<file path="config.mk">
export PLATFORM = sky130hd
export DESIGN_NAME = dmd_front
export DESIGN_NICKNAME = d
export VERILOG_FILES = /design/src/include/dmd_pkg.sv /design/src/core/dmd_sync.sv /design/src/core/dmd_front.sv
export SDC_FILE = /design/constraint.sdc
export NUM_CORES = 1
export LEC_CHECK = 0
export ABC_AREA = 1
export BUFFER_PORTS_ARGS = -buffer_cell sky130_fd_sc_hd__buf_2
export CAP_MARGIN = 20
export CORE_AREA = 2 2 103 105
export CTS_CLUSTER_SIZE = 25
export DETAILED_ROUTE_END_ITERATION = 7
export DIE_AREA = 0 0 105 107
export PLACE_DENSITY = 0.89
export SLEW_MARGIN = 20
export SYNTH_ARGS = -nofsm -noshare
export SYNTH_HDL_FRONTEND = slang
export SYNTH_SLANG_ARGS = --single-unit
</file>
<file path="constraint.sdc">
create_clock -name CLK -period 5.8 [get_ports CLK]
set_input_delay 1.16 -clock CLK [delete_from_list [all_inputs] [get_ports CLK]]
set_output_delay 1.16 -clock CLK [all_outputs]
set_load 0.1 [all_outputs]
</file>
<file path="src/include/dmd_pkg.sv">
package dmd_pkg;

    // register byte offsets on the avalon slave
    localparam logic [4:0] DMD_OFS_CTRL   = 5'h00;
    localparam logic [4:0] DMD_OFS_STATUS = 5'h04;
    localparam logic [4:0] DMD_OFS_MASK   = 5'h08;
    localparam logic [4:0] DMD_OFS_PINS   = 5'h0c;

    // serial frame layout, msb first
    localparam int DMD_FRAME_BITS  = 16;
    localparam int DMD_PEC_BITS    = 24;
    localparam int DMD_ADDR_HI     = 15;
    localparam int DMD_ADDR_LO     = 13;
    localparam int DMD_RDBK_BIT    = 12;

    // control word fields (low 12 bits of a frame)
    localparam int DMD_CTL_W       = 12;
    localparam int DMD_RANGE_HI    = 3;
    localparam int DMD_RANGE_LO    = 0;
    localparam int DMD_OE_BIT      = 4;
    localparam int DMD_CLR_BIT     = 5;
    localparam int DMD_CSEL_BIT    = 6;
    localparam int DMD_CHK_BIT     = 7;
    localparam int DMD_SENSE_BIT   = 8;
    localparam logic [11:0] DMD_CTL_RST = 12'h000;

    // status bits, sticky, cleared by a read
    localparam int DMD_ST_W        = 5;
    localparam int DMD_ST_LATCH    = 0;
    localparam int DMD_ST_CHKERR   = 1;
    localparam int DMD_ST_HOT      = 2;
    localparam int DMD_ST_OPEN     = 3;
    localparam int DMD_ST_BADLEN   = 4;
    localparam logic [4:0] DMD_MASK_RST = 5'h00;

    // crc-8 polynomial x^8 + x^2 + x + 1
    localparam logic [7:0] DMD_CRC_POLY = 8'h07;
    localparam logic [7:0] DMD_CRC_INIT = 8'h00;

    // number of synchronised pins
    localparam int DMD_NPINS = 12;

    // pins as seen from outside, one bundle
    typedef struct packed {
        logic shift_clk;       // serial clock or output_enable_pin
        logic frame_latch;     // latch strobe or sense_resistor_select
        logic serial_in;       // serial_in or range_decode_bit0
        logic addr2;           // device_addr_bit2 or range_decode_bit1
        logic addr1;           // device_addr_bit1 or range_decode_bit2
        logic addr0;           // device_addr_bit0 or range_decode_bit3
        logic clear_pin;       // active high clear
        logic clear_value_select;
        logic dev_reset_n;     // soft reset, software mode only
        logic mode_strap;      // 0 software, 1 hardware
        logic over_temp;       // from thermal sensor
        logic open_circuit;    // from output loop monitor
    } dmd_pins_t;

    // controls handed to the analog stage
    typedef struct packed {
        logic [3:0] range;
        logic       enable;
        logic       sense_internal;
        logic       clear;
        logic       clear_mid;
    } dmd_drive_t;

    // crc over a 16 bit word, msb first
    function automatic logic [7:0] dmd_crc16(input logic [15:0] d);
        logic [7:0] c;
        c = DMD_CRC_INIT;
        for (int i = 15; i >= 0; i--) begin
            if (c[7] ^ d[i]) begin
                c = {c[6:0], 1'b0} ^ DMD_CRC_POLY;
            end else begin
                c = {c[6:0], 1'b0};
            end
        end
        return c;
    endfunction : dmd_crc16

endpackage : dmd_pkg

</file>
<file path="src/core/dmd_sync.sv">
// two flop synchroniser, one chain per bit
module dmd_sync
    import dmd_pkg::*;
#(
    parameter int W = DMD_NPINS
) (
    input  wire logic         CLK,
    input  wire logic         NRST,
    input  wire logic [W-1:0] async_in,
    output logic      [W-1:0] sync_out
);

    // first stage only feeds the second
    logic [W-1:0] meta_r;

    genvar g;
    generate
        for (g = 0; g < W; g++) begin : g_bit
            // plain double flop, reset to zero
            always_ff @(posedge CLK or negedge NRST) begin
                if (!NRST) begin
                    meta_r[g]   <= 1'b0;
                    sync_out[g] <= 1'b0;
                end else begin
                    meta_r[g]   <= async_in[g];
                    sync_out[g] <= meta_r[g];
                end
            end
        end
    endgenerate

endmodule : dmd_sync

</file>
<file path="src/core/dmd_front.sv">
// Notes on behaviour
// - shift serial_in on falling shift clock
// - readback bit launched rising, sampled falling
// - latch rising edge loads control, updates output
// - clear value select, software ORs bit
// - clear pin ORed with bit forces value
// - hardware: sense select low external, high internal
// - hardware: shift clock pin is output enable
// - hardware: four range pins pick range
// - software: three address pins pick device
// - strap low software, high hardware
// - software: reset pin low restores power-on
// - software: fault low on open, hot, check
// - hardware: fault pin reports overtemperature only
// - hardware: open circuit pin, unused in software
// - software range from control register bits
//
// Added by the designer: the register addresses and register access over Avalon-MM.
module dmd_front
    import dmd_pkg::*;
(
    input  wire logic        CLK,
    input  wire logic        NRST,
    // avalon-mm slave
    input  wire logic [4:0]  AVS_ADDRESS,
    input  wire logic        AVS_READ,
    input  wire logic        AVS_WRITE,
    input  wire logic [31:0] AVS_WRITEDATA,
    input  wire logic [3:0]  AVS_BYTEENABLE,
    output logic      [31:0] AVS_READDATA,
    output logic             AVS_WAITREQUEST,
    output logic             IRQ,
    // shared pins, asynchronous to CLK
    input  wire logic        SHIFT_CLK_PIN,
    input  wire logic        FRAME_LATCH_PIN,
    input  wire logic        SERIAL_IN_PIN,
    input  wire logic        ADDR2_PIN,
    input  wire logic        ADDR1_PIN,
    input  wire logic        ADDR0_PIN,
    input  wire logic        CLEAR_PIN,
    input  wire logic        CLEAR_VALUE_SELECT_PIN,
    input  wire logic        DEV_RESET_N_PIN,
    input  wire logic        MODE_STRAP_PIN,
    // analog monitors
    input  wire logic        OVER_TEMP,
    input  wire logic        OPEN_CIRCUIT,
    // pin outputs
    output logic             SERIAL_OUT,
    output logic             FAULT_PULL_OE,
    output logic             OPEN_ALERT_PULL_OE,
    // to analog stage
    output dmd_drive_t       DRIVE
);

    // synchronised pin bundle
    dmd_pins_t pins_raw;
    dmd_pins_t pins;
    logic [DMD_NPINS-1:0] pins_vec;

    assign pins_raw = '{
        shift_clk:          SHIFT_CLK_PIN,
        frame_latch:        FRAME_LATCH_PIN,
        serial_in:          SERIAL_IN_PIN,
        addr2:              ADDR2_PIN,
        addr1:              ADDR1_PIN,
        addr0:              ADDR0_PIN,
        clear_pin:          CLEAR_PIN,
        clear_value_select: CLEAR_VALUE_SELECT_PIN,
        dev_reset_n:        DEV_RESET_N_PIN,
        mode_strap:         MODE_STRAP_PIN,
        over_temp:          OVER_TEMP,
        open_circuit:       OPEN_CIRCUIT
    };

    dmd_sync #(
        .W(DMD_NPINS)
    ) u_sync (
        .CLK      (CLK),
        .NRST     (NRST),
        .async_in (pins_raw),
        .sync_out (pins_vec)
    );

    assign pins = dmd_pins_t'(pins_vec);

    // state
    logic                 mode_hw_r;     // latched strap
    logic                 mode_taken_r;  // strap caught once
    logic [1:0]           strap_wait_r;  // edges until sync holds strap
    logic                 sclk_d_r;      // last synced shift clock
    logic                 latch_d_r;     // last synced latch strobe
    logic                 hot_d_r;       // last over temp
    logic                 open_d_r;      // last open circuit
    logic [23:0]          shift_r;       // input shift register
    logic [4:0]           count_r;       // falls in this frame
    logic [DMD_CTL_W-1:0] ctl_r;         // serial control word
    logic [15:0]          rdbk_r;        // readback shifter
    logic                 chk_err_r;     // last frame failed check
    logic [DMD_ST_W-1:0]  status_r;
    logic [DMD_ST_W-1:0]  mask_r;
    logic                 ack_r;         // internal bus answer
    logic [31:0]          rdata_r;

    // next values
    logic [23:0]          shift_nxt;
    logic [4:0]           count_nxt;
    logic [DMD_CTL_W-1:0] ctl_nxt;
    logic [15:0]          rdbk_nxt;
    logic                 chk_err_nxt;
    logic [DMD_ST_W-1:0]  status_nxt;

    // mode decode
    wire sw_mode = ~mode_hw_r;

    // edges on the synchronised link pins
    wire sclk_fall  = sclk_d_r & ~pins.shift_clk;
    wire sclk_rise  = ~sclk_d_r & pins.shift_clk;
    wire latch_rise = ~latch_d_r & pins.frame_latch;

    // software-mode soft reset, ignored in hardware mode
    // soft reset gate
    wire soft_rst = sw_mode & ~pins.dev_reset_n;

    // pins idle high: edges ignored until the strap is caught
    wire sw_live  = sw_mode & mode_taken_r & ~soft_rst;
    wire do_shift = sw_live & sclk_fall;
    wire do_latch = sw_live & latch_rise;
    wire do_out   = sw_live & sclk_rise;

    // frame fields at the latch edge
    wire        chk_on    = ctl_r[DMD_CHK_BIT];
    wire        len_plain = (count_r == 5'(DMD_FRAME_BITS));
    wire        len_chk   = (count_r == 5'(DMD_PEC_BITS));
    wire [15:0] word_chk  = shift_r[23:8];
    wire [15:0] word      = chk_on ? word_chk : shift_r[15:0];
    wire [7:0]  crc_got   = shift_r[7:0];
    wire [7:0]  crc_want  = dmd_crc16(word_chk);
    wire        len_ok    = chk_on ? len_chk : len_plain;
    wire        crc_bad   = chk_on & len_chk & (crc_got != crc_want);
    wire [2:0]  my_addr   = {pins.addr2, pins.addr1, pins.addr0};
    wire        addr_ok   = (word[DMD_ADDR_HI:DMD_ADDR_LO] == my_addr);
    wire        accept    = do_latch & len_ok & ~crc_bad & addr_ok;
    wire        want_rdbk = word[DMD_RDBK_BIT];

    // readback word: status view plus control
    wire [15:0] rdbk_word = {pins.over_temp, pins.open_circuit,
                             chk_err_r, 1'b0, ctl_r};

    // serial datapath next state
    always_comb begin
        shift_nxt   = shift_r;
        count_nxt   = count_r;
        ctl_nxt     = ctl_r;
        rdbk_nxt    = rdbk_r;
        chk_err_nxt = chk_err_r;
        if (soft_rst) begin
            // back to power-on values
            shift_nxt   = '0;
            count_nxt   = '0;
            ctl_nxt     = DMD_CTL_RST;
            rdbk_nxt    = '0;
            chk_err_nxt = 1'b0;
        end else if (do_latch) begin
            count_nxt = '0;
            if (accept) begin
                ctl_nxt     = word[DMD_CTL_W-1:0];
                chk_err_nxt = 1'b0;
                if (want_rdbk) begin
                    rdbk_nxt = rdbk_word;
                end
            end else if (crc_bad) begin
                chk_err_nxt = 1'b1;
            end
        end else begin
            if (do_shift) begin
                shift_nxt = {shift_r[22:0], pins.serial_in};
                if (count_r != 5'h1f) begin
                    count_nxt = count_r + 5'h01;
                end
            end
            if (do_out) begin
                rdbk_nxt = {rdbk_r[14:0], 1'b0};
            end
        end
    end

    // strap catch and edge history
    always_ff @(posedge CLK or negedge NRST) begin
        if (!NRST) begin
            mode_hw_r    <= 1'b0;
            mode_taken_r <= 1'b0;
            strap_wait_r <= 2'h0;
            sclk_d_r     <= 1'b0;
            latch_d_r    <= 1'b0;
            hot_d_r      <= 1'b0;
            open_d_r     <= 1'b0;
        end else begin
            // strap caught once the sync chain holds it
            if (!mode_taken_r) begin
                if (strap_wait_r == 2'h2) begin
                    mode_hw_r    <= pins.mode_strap;
                    mode_taken_r <= 1'b1;
                end else begin
                    strap_wait_r <= strap_wait_r + 2'h1;
                end
            end
            sclk_d_r  <= pins.shift_clk;
            latch_d_r <= pins.frame_latch;
            hot_d_r   <= pins.over_temp;
            open_d_r  <= pins.open_circuit;
        end
    end

    // serial registers
    always_ff @(posedge CLK or negedge NRST) begin
        if (!NRST) begin
            shift_r   <= '0;
            count_r   <= '0;
            ctl_r     <= DMD_CTL_RST;
            rdbk_r    <= '0;
            chk_err_r <= 1'b0;
        end else begin
            shift_r   <= shift_nxt;
            count_r   <= count_nxt;
            ctl_r     <= ctl_nxt;
            rdbk_r    <= rdbk_nxt;
            chk_err_r <= chk_err_nxt;
        end
    end

    // drive selection per mode
    // software range from control
    wire [3:0] hw_range = {pins.addr0, pins.addr1, pins.addr2,
                           pins.serial_in};
    wire [3:0] range_sel = sw_mode
                         ? ctl_r[DMD_RANGE_HI:DMD_RANGE_LO] : hw_range;
    // hardware enable from shift clock pin
    wire en_sel    = sw_mode ? ctl_r[DMD_OE_BIT] : pins.shift_clk;
    wire sense_sel = sw_mode ? ctl_r[DMD_SENSE_BIT] : pins.frame_latch;
    wire clr_sel   = pins.clear_pin | (sw_mode & ctl_r[DMD_CLR_BIT]);
    // clear value select ORed in software
    wire mid_sel   = pins.clear_value_select
                   | (sw_mode & ctl_r[DMD_CSEL_BIT]);

    wire fault_sw  = pins.open_circuit | pins.over_temp | chk_err_r;
    wire fault_sel = sw_mode ? fault_sw : pins.over_temp;
    // open alert only in hardware mode
    wire open_sel  = ~sw_mode & pins.open_circuit;

    // output flops toward pins and analog stage
    always_ff @(posedge CLK or negedge NRST) begin
        if (!NRST) begin
            DRIVE              <= '0;
            SERIAL_OUT         <= 1'b0;
            FAULT_PULL_OE      <= 1'b0;
            OPEN_ALERT_PULL_OE <= 1'b0;
        end else begin
            DRIVE              <= '{range: range_sel, enable: en_sel,
                                    sense_internal: sense_sel,
                                    clear: clr_sel, clear_mid: mid_sel};
            SERIAL_OUT         <= sw_mode & rdbk_nxt[15];
            FAULT_PULL_OE      <= fault_sel;
            OPEN_ALERT_PULL_OE <= open_sel;
        end
    end

    // event sources for the sticky status
    wire [DMD_ST_W-1:0] ev;
    assign ev[DMD_ST_LATCH]  = accept;
    assign ev[DMD_ST_CHKERR] = do_latch & crc_bad;
    assign ev[DMD_ST_HOT]    = pins.over_temp & ~hot_d_r;
    assign ev[DMD_ST_OPEN]   = pins.open_circuit & ~open_d_r;
    assign ev[DMD_ST_BADLEN] = do_latch & ~len_ok;

    // bus decode, one wait cycle before every answer
    wire bus_req  = AVS_READ | AVS_WRITE;
    wire bus_take = bus_req & ack_r;
    wire hit_ctrl = (AVS_ADDRESS == DMD_OFS_CTRL);
    wire hit_stat = (AVS_ADDRESS == DMD_OFS_STATUS);
    wire hit_mask = (AVS_ADDRESS == DMD_OFS_MASK);
    wire hit_pins = (AVS_ADDRESS == DMD_OFS_PINS);
    wire rd_stat  = bus_take & AVS_READ & hit_stat;
    wire wr_mask  = bus_take & AVS_WRITE & hit_mask & AVS_BYTEENABLE[0];

    // read mux, unmapped reads give zero
    wire [31:0] rd_mux =
        hit_ctrl ? {20'h00000, ctl_r} :
        hit_stat ? {27'h0000000, status_r} :
        hit_mask ? {27'h0000000, mask_r} :
        hit_pins ? {16'h0000, 7'h00, mode_hw_r,
                    DRIVE.range, DRIVE.enable, DRIVE.sense_internal,
                    DRIVE.clear, DRIVE.clear_mid} :
        32'h00000000;

    // set wins over the read clear
    always_comb begin
        status_nxt = status_r;
        if (rd_stat) begin
            // clear only what the read returned
            status_nxt = status_r & ~AVS_READDATA[DMD_ST_W-1:0];
        end
        status_nxt = status_nxt | ev;
    end

    // bus answer and interrupt flops
    always_ff @(posedge CLK or negedge NRST) begin
        if (!NRST) begin
            ack_r    <= 1'b0;
            rdata_r  <= '0;
            status_r <= '0;
            mask_r   <= DMD_MASK_RST;
            IRQ      <= 1'b0;
        end else begin
            // answer pulses one cycle after request seen
            ack_r    <= bus_req & ~ack_r;
            rdata_r  <= rd_mux;
            status_r <= status_nxt;
            if (wr_mask) begin
                mask_r <= AVS_WRITEDATA[DMD_ST_W-1:0];
            end
            IRQ <= |(status_nxt & (wr_mask
                   ? AVS_WRITEDATA[DMD_ST_W-1:0] : mask_r));
        end
    end

    // waitrequest low exactly while ack is up
    always_ff @(posedge CLK or negedge NRST) begin
        if (!NRST) begin
            AVS_WAITREQUEST <= 1'b1;
            AVS_READDATA    <= '0;
        end else begin
            AVS_WAITREQUEST <= ~(bus_req & ~ack_r & ~bus_take);
            AVS_READDATA    <= rd_mux;
        end
    end

endmodule : dmd_front

</file>
### Yosys cells after proc, flatten, opt, wreduce, memory -nomap -nowiden

Index checks and enable logic that the tools add are counted.

* register bits: 126
* output and inout port bits: 45

* $add $sub $neg: 2
* eq/ne operators: 12
* multiplexer cells: 49
* bitwise operators: 84
* reductions and logical operators: 16

Operators by type and width (number)
* two-way mux 16 bit: 6
* two-way mux 24 bit: 3
* two-way mux 12 bit: 4
* two-way mux 3 bit: 16
* NOT 3 bit: 15
* bitwise AND 1 bit: 30
* two-way mux 5 bit: 6
* two-way mux 9 bit: 3
* NOT 1 bit: 15
* AND reduction 2 bit: 6
* nonzero test 3 bit: 4
* bitwise AND 5 bit: 2
* == test 5 x 4 -> 1 bit, second input constant: 2
* == test 5 bit, second input constant: 2
* two-way mux 1 bit: 10
* bitwise XOR 1 bit: 10
* != test 8 bit: 1
* != test 3 x 2 -> 1 bit, second input constant: 2
* nonzero test 2 bit: 3
* adder 5 x 1 -> 5 bit, second input constant: 1
* == test 5 x 3 -> 1 bit, second input constant: 1
* zero test 5 bit: 1
* != test 5 bit, second input constant: 1
* NOT 5 bit: 1
* 10 further kinds: 18

### Logic depth before layout (Yosys ltp)

Gate-level depths: netlist of the first run.

* depth after elaboration: 40
* mapped depth: 22
* depth with buffers taken out: 20

### Cells and area by module

Synthesis of the first run repeated with hierarchy kept, for this count alone.

* cell total of the unflattened synthesis: 715
* area, all modules: 6144.6 um^2

Modules (own cells, without submodules)
* dmd_front: instances 1, cells an instance 691, area each 5544.1 um^2, sequential area each 2553.7 um^2
* dmd_sync: instances 1, cells an instance 24, area each 600.6 um^2, sequential area each 600.6 um^2

### Least setup slack after synthesis of the first run

Ideal clock, no wire load.

* kind: input-to-reg
* start point: input AVS_ADDRESS[1]
* end point: register IRQ
* library setup time: 131 ps
* arrival: 2580 ps
* data required time: 5669 ps
* path slack: 3090 ps
* stages on the path: 8
* buffers on the path: 0
* cell sequence: nor2_1 -> nand3_1 -> inv_1 -> nand4_1 -> o21ai_0 -> a21oi_1 -> a221oi_1 -> nand3_1

* word-level cells in the longest chain between the ends: 6
* elaborated cells between the ends (all ways): 10

Ends and longest elaborated chain
* from (decl): line dmd_front.sv:25 `input wire logic [4:0] AVS_ADDRESS,`
* == test 5 x 3 -> 1 bit or == test 5 x 4 -> 1 bit (tied branches): line dmd_front.sv:279, dmd_front.sv:280
* bitwise AND 1 bit (on tied branches): line dmd_front.sv:282, dmd_front.sv:283
* two-way mux 5 bit or bitwise AND 1 bit (tied branches): line dmd_front.sv:298, dmd_front.sv:283
* OR 5 bit or two-way mux 5 bit (tied branches)
* bitwise AND 5 bit *: line dmd_front.sv:321 `IRQ <= |(status_nxt & (wr_mask`
* OR reduction 5 bit *: line dmd_front.sv:321
* to (signal assigned): line dmd_front.sv:321
* to (decl): line dmd_front.sv:32 `output logic IRQ,`

Mark *: on every way between the ends. The rest lies on a longest branch, timed or not.
A chain may end at the register's enable or synchronous reset.

### Worst setup path in the final report of the first run

* start point: register mode_hw_r
* end point: register ctl_r[3]

* word-level cells in the longest chain between the ends: 10
* elaborated cells between the ends (all ways): 13

Ends and longest elaborated chain
* from (decl): line dmd_front.sv:87 `logic mode_hw_r;`
* from (signal assigned): line dmd_front.sv:201 `mode_hw_r <= pins.mode_strap;`
* NOT 1 bit *: line dmd_front.sv:113 `wire sw_mode = ~mode_hw_r;`
* bitwise AND 1 bit: line dmd_front.sv:122 `wire soft_rst = sw_mode & ~pins.dev_reset_n;`
* NOT 1 bit: line dmd_front.sv:125 `wire sw_live = sw_mode & mode_taken_r & ~soft_rst;`
* bitwise AND 1 bit: line dmd_front.sv:125
* bitwise AND 1 bit: line dmd_front.sv:127 `wire do_latch = sw_live & latch_rise;`
* bitwise AND 1 bit (3 in a row): line dmd_front.sv:142 `wire accept = do_latch & len_ok & ~crc_bad & addr_ok;`
* nonzero test 2 bit (no source line)
* AND reduction 2 bit (no source line)
* to (signal assigned): line dmd_front.sv:225 `ctl_r <= ctl_nxt;`
* to (decl): line dmd_front.sv:96 `logic [DMD_CTL_W-1:0] ctl_r;`

Marked as above.

==> flow_summary_export.csv, run 1 <==
group,metric,value,unit
grt,grt_max_degree,75,
timing,fmax,0.276,GHz
grt,grt_pass1_vias,4842,
timing,fin_crit,3620,ps
place,io_buffer_count,51,
layout,drive_above_1_share,13.5,%
synth,synth_area_leaders,"dfrtp_1 53%, nand2_1 14%, inv_1 5.5%",
route,routed_via_density,5.57,
clock_network,clk_transition_reported_paths,60,ps
power_and_ir_drop,power_switching_share,26.8,%
flow_run,drv_cap,0,
synth,ys_types,37,
timing,finalSetupViolCount,0,
synth,ys_seq_area_share,53.5,%
power_and_ir_drop,p_comb_share,8.8,%
layout,final_util,67.8,%
route,drtAntennaViolNets,0,
clock_network,cts_sinks,126,
timing,rsz0062_at_grt,"false",
clock_network,root_buffer,"clkbuf_8",
synth,async_flop_share,100,%
worst_setup_path,critPathRequiredTime,6180,ps
floorplanning,die_y,107,um
timing,max_slew_margin,34.5,%
timing,setup_tns,0,ps
synth,synth_top_area_share,53.0,%
synth,synth_ff_type,"dfrtp_1",
floorplanning,initial_utilization,58.5,%
route,wl_per_cell,15.5,um
clock_network,cts_made_buffers,17,
route,wl,14200,um
worst_setup_path,cp.buffers_inverters,1,
clock_network,cts_tree,"yes",
grt,grt_pass1_wl,23400,um
worst_setup_path,max_stage_delay,790,ps
route,drt_iter0_drc,483,
worst_setup_path,path_cells,"nor2_1, nor3_1, inv_1, nor3_2, nand3_1, nor3_1, nand2_2, nand2_1, o22ai_1",
timing,skew,13.6,ps
timing,tightest_slew,974,ps
power_and_ir_drop,intPower,1.70,mW
synth,synth_edf_count,0,
clock_network,cts_max_path_buffers,2,
grt,overflow,0,
clock_network,cts_max_level,4,
worst_setup_path,r2r_slack,2180,ps
run_status,status,"complete, no violations",
worst_setup_path,worst-setup-path-type,"register to register",
power_and_ir_drop,p_leak,3.47,nW
route,drc,0,
place,gp_congestion,0.943,
synth,ys_ff_latch,126,
worst_setup_path,rr_startpoint,"mode_hw_r",
synth,avgSynthCellArea,8.30,sq um
power_and_ir_drop,p_switching,0.623,mW
clock_network,clock_latency,540,ps
timing,hold_viol,0,
route,first_pass_iters,6,
grt,grt_use_total,27.0,%
synth,netlist_area,5900,sq um
timing,slew_viol_final,0,
worst_setup_path,crit_top_cell,"nor3_1",
clock_network,post_cts_buffers,0,
floorplanning,ios,102,
floorplanning,die_w,105,um
route,route.vias.total,5092,
layout,diodes,0,
worst_setup_path,arrival,4000,ps
hold_path,min_from,"u_sync.meta_r[8]",
floorplanning,core-area,10100,sq um
worst_setup_path,critPathTopFamily,"simple AND/OR/NAND/NOR gates",
hold_path,min_path_type,"register to register",
synth,ys_warn_count,0,
worst_setup_path,critPathLaunchType,"register",
power_and_ir_drop,p_seq_share,39.9,%
place,dpl.hpwl,9070,um
floorplanning,dieArea,11200,sq um
clock_network,cts_hold_buf,0,
clock_network,cts_resized,0,
layout,area_delta_synth_final,16.0,%
worst_setup_path,crit_start,"mode_hw_r",
synth,synth_top_area_cell,"dfrtp_1",
timing,post-route-period-util,62.4,%
layout,finalNetCount,826,
floorplanning,rows,37,
worst_setup_path,slowest_stage,"dfrtp_1",
power_and_ir_drop,power.share.clock,51.3,%
power_and_ir_drop,power_density,339,nW/um^2
synth,syn_inst,711,
worst_setup_path,cp-end-kind,"register",
worst_setup_path,critPathMaxFanout,19,
grt,grt_antenna_before_repair,0,
power_and_ir_drop,finalPower,2.32,mW
power_and_ir_drop,ir_drop,0.000250,V
==> layout make-up <==
cell class                 instances  area [sq um]
fill                             733          3250
sequential                       126          3150
multi-input combinational        475          2240
clock buffer                      17           414
inverter                          92           345
timing repair buffer              53           273
clock inverter                    15           248
tap                              136           170
==> power by group through the flow <==
stage / registers, mW / clock network (mW) / logic (mW)
final: 0.927 / 1.19 / 0.205
after global routing: 0.929 / 1.24 / 0.220
after CTS: 0.926 / 1.20 / 0.205
after detailed placement: 0.942 / 0 / 0.202
after global placement: 0.940 / 0 / 0.200
after floorplan: 0.983 / 0 / 0.121
==> stage by stage <==
step	setup WS, ps	instance area, sq um	std cells	hold WS (ps)
floorplan	3090	5970	730	331
global placement	2390	6180	882	332
detailed placement	2340	6180	882	335
CTS	2240	6840	914	348
global route	1700	6840	914	355
finish	2180	6840	914	345
==> placed cells by master (no fill, tap or decap), types with 4 or more instances in the layout <==
cell / Yosys / routed
nand2_1: 215 / 215
dfrtp_1: 125 / 125
inv_1: 86 / 86
buf_2: 4 / 50
o21ai_0: 45 / 45
nand3_1: 42 / 42
o22ai_1: 40 / 40
nor2_1: 38 / 38
conb_1: 1 / 20
clkbuf_16: 0 / 16
nand4_1: 15 / 15
a21oi_1: 15 / 15
nand2_2: 8 / 8
xnor2_1: 6 / 6
inv_2: 5 / 5
bufinv_16: 0 / 5
xor2_1: 4 / 4
ha_1: 4 / 4
inv_8: 0 / 4
inv_6: 0 / 4
==> metal layers <==
layer / part of all wire (%) / GRT usage [%] / wire (um)
met4: 3.1 / 12.4 / 439
met2: 48 / 44.2 / 6790
met1: 40 / 33.9 / 5680
met3: 9.0 / 6.75 / 1280
met5: 0 / 0 / 0
==> worst paths after layout <==
kind / end / cells past startpoint
max: ctl_r[3] / 9
min: u_sync.sync_out[8] / 0
max reg2reg: ctl_r[3] / 9
min reg2reg: u_sync.sync_out[8] / 0
max in group asynchronous: rdbk_r[14] / 2
min in group asynchronous: shift_r[4] / 1
==> flip-flops by register name (all words and copies together) (netlist names), 2 cells and up <==
register / flops
shift_r: 24
rdbk_r: 16
AVS_READDATA: 12
ctl_r: 12
u_sync.meta_r: 12
u_sync.sync_out: 12
DRIVE: 8
count_r: 5
mask_r: 5
status_r: 5
strap_wait_r: 2
==> cell families after synthesis <==
| logic type | share of synthesized area (%) |
|---|---|
| simple gates | 23.7 |
| buf+inv | 9.82 |
| flops | 53.5 |
| compound gates | 10.6 |
| xor+xnor | 1.48 |
| fa+ha+maj | 0.848 |
| other cells | 0.0636 |
==> cell usage after synthesis, types with 2 or more instances <==
cell type,number
o2111ai_1,3
nand2_4,2
a21oi_1,15
ha_1,4
buf_2,4
o21bai_1,2
clkbuf_1,8
nand3_1,42
inv_1,86
dfrtp_1,125
nor2_2,2
o22ai_1,40
o21ai_0,45
nand4_1,15
nor3_1,3
nor2_1,38
xnor2_1,6
o21ai_1,2
buf_1,2
buf_4,22
inv_2,5
nand2_1,215
xor2_1,4
nand2_2,8
Note: power is estimated with default switching activity, not from simulation.
==> run 2: changes to the inputs <==
Settings changed: ABC_AREA 1 to 0, CORE_AREA 2 2 103 105 to 2 2 104 106, DIE_AREA 0 0 105 107 to 0 0 106 108, PLACE_DENSITY 0.89 to 0.84.
Clock period 5.8 ns to 3.53 ns, I/O delays scaled along.
==> run 2 against run 1 <==
  * Critical path depth decreased by 2
  * Register-to-register slack worse by 1600 ps
  * First-iteration DRC count decreased by 40%
  * Sequential cell count unchanged
  * Final cell count decreased by 28%
  * Utilization fell by 3.5 points
  * Worst setup slack got worse by 1600 ps
  * Via count is 25% lower
  * Sequential power up 63%
  * Clock skew fell by 5.4 ps
==> flow_summary_export.csv, run 2 <==
group,metric,value,unit
timing,slew_viol_final,0,
grt,grt_pass1_wl,20300,um
route,first_pass_iters,5,
worst_setup_path,critPathLaunchType,"register",
synth,synth_compound_area_share,12.2,%
timing,setup_ws,559,ps
place,preCtsSetupSlack,664,ps
synth,ys_ff_latch,126,
power_and_ir_drop,p_comb_share,8.8,%
synth,ys_warn_count,0,
layout,top_register,"shift_r",
layout,diodes,0,
power_and_ir_drop,p_seq_share,40.4,%
worst_setup_path,worst-setup-path-type,"register to register",
floorplanning,die_w,106,um
timing,whs,272,ps
synth,avgSynthCellArea,12.3,sq um
route,wl_per_cell,19.0,um
synth,synth_commonest_cells,"125 x dfrtp_1, 36 x a22o_1, 31 x nand2_1, 24 x xnor2_1",
clock_network,cts_hold_buf,0,
clock_network,clk_transition_reported_paths,60,ps
synth,async_flop_share,100,%
synth,yosys.area_share.xor_xnor,7.73,%
layout,multi_input_area,2220,sq um
place,gp_congestion,0.874,
power_and_ir_drop,power_density,568,nW/um^2
floorplanning,initial_utilization,54.9,%
timing,skew,8.19,ps
route,drtAntennaViolNets,0,
timing,fmax,0.337,GHz
clock_network,cts_sinks,126,
layout,area_delta_synth_final,17.1,%
hold_path,min_path_type,"primary input to async pin",
power_and_ir_drop,ir_drop,0.000336,V
floorplanning,dieArea,11400,sq um
grt,grt_use_total,23.4,%
place,io_buffer_count,51,
timing,hold_viol,0,
synth,synthMuxAreaShare,9.60,%
route,wl,12500,um
worst_setup_path,cp-end-kind,"register",
route,drc,0,
layout,final_util,64.3,%
synth,yosys.cell_count.top_type,"dfrtp_1",
timing,finalSetupViolCount,0,
floorplanning,rows,37,
synth,synth_top_area_share,55.7,%
timing,setup_tns,0,ps
synth,ys_types,52,
grt,grt_max_degree,64,
synth,syn_inst,457,
floorplanning,die_y,108,um
layout,reg_top3,"shift_r (24), rdbk_r (16)",
synth,netlist_area,5620,sq um
synth,synth_top_family_by_area,"compound AO/OA/AOI/OAI gates",
worst_setup_path,arrival,3370,ps
layout,fill_cells,736,
power_and_ir_drop,power.share.clock,50.7,%
timing,fin_crit,2970,ps
power_and_ir_drop,p_switching,0.959,mW
floorplanning,core-area,10200,sq um
layout,layout.area.seq,3150,sq um
grt,grt_pass1_vias,3893,
layout,largest_reg_flops,24,
grt,grt_antenna_before_repair,0,
synth,synth_area_leaders,"dfrtp_1 56%, a22o_1 5.6%, mux2_2 4.2%",
power_and_ir_drop,intPower,2.78,mW
place,dpl.hpwl,8170,um
clock_network,clock_latency,520,ps
synth,synth-simple-area-share,7.69,%
worst_setup_path,critPathRequiredTime,3930,ps
clock_network,post_cts_buffers,0,
worst_setup_path,critPathMaxFanout,17,
route,routed_via_density,5.80,
layout,drive_above_1_share,24.6,%
route,drt_iter0_drc,291,
power_and_ir_drop,power_switching_share,25.7,%
power_and_ir_drop,p_leak,3.14,nW
clock_network,cts_tree,"yes",
layout,finalNetCount,570,
synth,synthAdderAreaFrac,0.891,%
clock_network,cts_made_buffers,17,
grt,overflow,0,
flow_run,drv_cap,0,
timing,tightest_slew,907,ps
synth,ys_seq_area_share,56.2,%
timing,max_slew_margin,39.1,%
clock_network,root_buffer,"clkbuf_8",
run_status,status,"complete, no violations",
clock_network,cts_max_path_buffers,2,
layout,final_cell_mix,"125 x dfrtp_1, 50 x buf_2, 36 x a22o_1, 31 x nand2_1, 24 x xnor2_1",
layout,final_common_cell,"dfrtp_1",
timing,rsz0062_at_grt,"false",
clock_network,cts_resized,0,
timing,post-route-period-util,84.2,%
clock_network,cts_max_level,4,
synth,synth_top_area_cell,"dfrtp_1",
route,route.vias.total,3809,
floorplanning,ios,102,
synth,synth_edf_count,0,
synth,synth_ff_type,"dfrtp_1",
[run 2: cell types whose count changed in the layout (fill, tap and decap cells not counted), moves of 10 or more]
cell      previous run  this run
a211oi_1             0        11
a22o_1               0        36
inv_1               86        13
mux2_2               0        21
mux2i_1              0        19
nand2_1            215        31
nand3_1             42         9
nand4_1             15         2
nor2_1              38        17
o21ai_0             45         9
o22ai_1             40         0
xnor2_1              6        24
xor2_1               4        14
[run 2: logic make-up after synthesis]
logic type / Yosys count
multiplexers: 45
AND/OR/NAND/NOR: 89
flip-flops: 126
adder cells (fa/ha/maj): 4
XOR/XNOR: 43
AO/OA/AOI/OAI: 90
other: 1
buffers and inverters: 59
[run 2: final timing paths]
check / endpoint / depth (start not counted) / slack, ps / from
max: rdbk_r[10] / 7 / 560 / shift_r[23]
min: shift_r[18] / 1 / 270 / NRST
max reg2reg: rdbk_r[10] / 7 / 560 / shift_r[23]
min reg2reg: u_sync.sync_out[8] / 0 / 350 / u_sync.meta_r[8]
max in group asynchronous: ctl_r[4] / 2 / 2470 / NRST
min in group CLK: u_sync.meta_r[5] / 1 / 290 / CLEAR_PIN
[run 2: metal layers]
layer	wire, um	track usage (%)
met1	5210	31.5
met2	6110	36.7
met3	873	5.67
met4	265	10.2
met5	0	0
[run 2: area by class of cell]
class                      instances  area share [%]
tap                              136            2.59
timing repair buffer              60            5.14
sequential                       126            48.0
multi-input combinational        291            33.8
inverter                          13           0.742
clock inverter                    14            3.46
clock buffer                      17            6.30
[run 2: stage by stage]
step,std cells,cell area [sq um],total power [mW]
final,657,6580,3.73
after global routing,657,6580,3.84
after CTS,657,6580,3.75
after detailed placement,626,5930,1.86
after global placement,626,5930,1.86
after floorplan,476,5690,1.80
[run 2: worst max-delay path: stages, from the launching register on]
cell and delay [ps]:
dfrtp_1 480, xor2_1 310, xor3_1 450, xnor2_1 240, o21ai_0 190, a31o_4 350
a21boi_4 440, mux2_2 400
[run 2: power by group through the flow]
stage / Clock, mW / Sequential (mW) / Combinational, mW
2_1_floorplan: 0 / 1.61 / 0.184
3_3_place_gp: 0 / 1.53 / 0.325
3_5_place_dp: 0 / 1.53 / 0.329
4_1_cts: 1.91 / 1.51 / 0.331
5_1_grt: 1.98 / 1.51 / 0.348
6_report: 1.89 / 1.51 / 0.330
==> run 3: changes to the inputs <==
Settings changed: CORE_AREA 2 2 104 106 to 2 2 109 111, DIE_AREA 0 0 106 108 to 0 0 111 113, PLACE_DENSITY 0.84 to 0.81.
Clock period 3.53 ns to 2.7 ns, I/O delays scaled along.
==> run 3 against run 2 <==
  * Wire length rose by 1.3%
  * Utilization fell by 3.4 points
  * Non-clock buffer count up 17
  * First-iteration DRC count decreased by 22%
  * Final cell count is 4.0% higher
  * Clock power increased by 33%
  * Power rose by 32%
  * Worst hold slack lost 86 ps
==> flow_summary_export.csv, run 3 (synthesis results as in run 2) <==
group,metric,value,unit
run_status,status,"complete, no violations",
timing,tightest_slew,944,ps
clock_network,cts_max_path_buffers,2,
grt,grt_pass1_wl,20900,um
layout,final_cell_mix,"124 x dfrtp_1, 50 x buf_2, 36 x a22o_1, 31 x nand2_1, 24 x buf_4",
floorplanning,die_w,111,um
clock_network,cts_sinks,126,
worst_setup_path,critPathTopFamily,"XOR/XNOR gates",
worst_setup_path,worst-setup-path-type,"register to register",
timing,fmax,0.373,GHz
clock_network,clk_transition_reported_paths,60,ps
timing,finalSetupViolCount,0,
worst_setup_path,arrival,2960,ps
worst_setup_path,max_stage_delay,460,ps
clock_network,root_buffer,"clkbuf_16",
route,drc,0,
timing,fin_crit,2680,ps
clock_network,post_cts_buffers,0,
power_and_ir_drop,power_density,719,nW/um^2
place,dpl.hpwl,8510,um
layout,largest_reg_flops,24,
clock_network,cts_tree,"yes",
floorplanning,die_y,113,um
grt,grt_use_total,21.4,%
timing,setup_tns,0,ps
flow_run,drv_cap,0,
worst_setup_path,r2r_slack,20,ps
worst_setup_path,critPathLaunchType,"register",
power_and_ir_drop,p_leak,3.29,nW
worst_setup_path,timing.rr.end,"rdbk_r[11]",
hold_path,min_path_type,"primary input to async pin",
timing,slew_viol_final,0,
floorplanning,ios,102,
layout,finalNonFillerCells,683,
route,first_pass_iters,4,
layout,top_register,"shift_r",
floorplanning,dieArea,12500,sq um
worst_setup_path,critPathRequiredTime,2990,ps
route,route.vias.total,3837,
grt,grt_antenna_before_repair,0,
worst_setup_path,crit_path_end,"rdbk_r[11]",
layout,diodes,0,
route,drt_iter0_drc,226,
place,gp_congestion,0.901,
worst_setup_path,ff2ff_path_depth,8,
grt,grt_max_degree,53,
worst_setup_path,path_cells,"xnor3_1, xor2_1, xnor2_1, or2_1, mux2i_2, a31o_4, a21boi_4, mux2_2",
place,dp_cells,650,
worst_setup_path,rr_startpoint,"shift_r[23]",
clock_network,cts_max_level,4,
clock_network,clock_latency,410,ps
route,drtAntennaViolNets,0,
layout,reg_top3,"shift_r (24), rdbk_r (16)",
timing,skew,7.21,ps
worst_setup_path,path_depth,8,
route,wl,12600,um
power_and_ir_drop,ir_drop,0.000418,V
timing,hold_viol,0,
layout,fill_cells,842,
worst_setup_path,cp-end-kind,"register",
layout,finalNetCount,588,
grt,grt_pass1_vias,4043,
layout,area_delta_synth_final,22.3,%
route,routed_via_density,5.62,
worst_setup_path,critPathMaxFanout,7,
timing,max_slew_margin,36.8,%
worst_setup_path,cp.buffers_inverters,0,
place,io_buffer_count,51,
route,wl_per_cell,18.5,um
worst_setup_path,crit_start,"shift_r[23]",
floorplanning,core-area,11300,sq um
floorplanning,initial_utilization,49.8,%
timing,post-route-period-util,99.2,%
timing,rsz0062_at_grt,"true",
layout,drive_above_1_share,30.0,%
clock_network,cts_made_buffers,17,
worst_setup_path,slowest_stage,"xnor3_1",
layout,final_common_cell,"dfrtp_1",
floorplanning,rows,39,
grt,overflow,0,
run 3: cell count changes in the layout (fill, tap and decap cells not counted), moves of 2 or more:
cell     delta
xnor2_1     -7
xnor2_2     +7
buf_4      +15
inv_6       -2
run 3: stage by stage:
step | hold WS [ps] | setup WS, ps | power (mW) | area (sq um) | util, %
floorplan | 244 | 142 | 2.35 | 5690 | -
global placement | 331 | 26.1 | 2.43 | 6070 | 53.9
detailed placement | 335 | -81.6 | 2.44 | 6070 | 53.9
CTS | 190 | 16.0 | 4.97 | 6770 | 60.1
global route | 221 | -49.4 | 5.10 | 6870 | 60.9
finish | 187 | 20.7 | 4.94 | 6870 | 60.9
run 3: area by class of cell:
type,count,area (sq um),share of cell area (%)
tap,143,179,2.61
clock inverter,12,206,3.01
inverter,13,48.8,0.711
multi-input combinational,292,2340,34.1
clock buffer,20,457,6.65
timing repair buffer,77,482,7.02
sequential,126,3160,46.0
run 3: worst min-delay path by stage:
stage	start	to	slack, ps	cells after the start
4_1_cts	NRST	u_sync.meta_r[6]	190	1
5_1_grt	NRST	shift_r[11]	220	1
6_report	NRST	u_sync.meta_r[6]	190	1
2_1_floorplan	NRST	AVS_READDATA[0]	240	0
3_5_place_dp	u_sync.meta_r[1]	u_sync.sync_out[1]	330	0
3_3_place_gp	u_sync.meta_r[1]	u_sync.sync_out[1]	330	0
run 3: metal layers:
metal  share of wire [%]  vias to the layer above  routed length (um)  global-route usage (%)
met3                 6.4                       19                 812                    3.80
li1                    -                     1720                   -                       -
met2                  51                      159                6410                    35.5
met4                 2.2                        0                 272                    9.17
met5                   0                        -                   0                       0
met1                  41                     1939                5130                    28.0
run 3: power by group:
part           leakage (nW)  switching [mW]  internal, mW
Sequential             1.64          0.0297          1.94
Combinational          1.33           0.356        0.0864
Clock                 0.322           0.826          1.70
run 3: what timing repair did:
item | CTS | global route
resized for setup | 5 | 18
hold endpoints to repair | 0 | 0
hold buffers | 0 | 0
endpoints found under the setup margin | 12 | 29
gates cloned | 1 | 0
pin swaps | 3 | 15
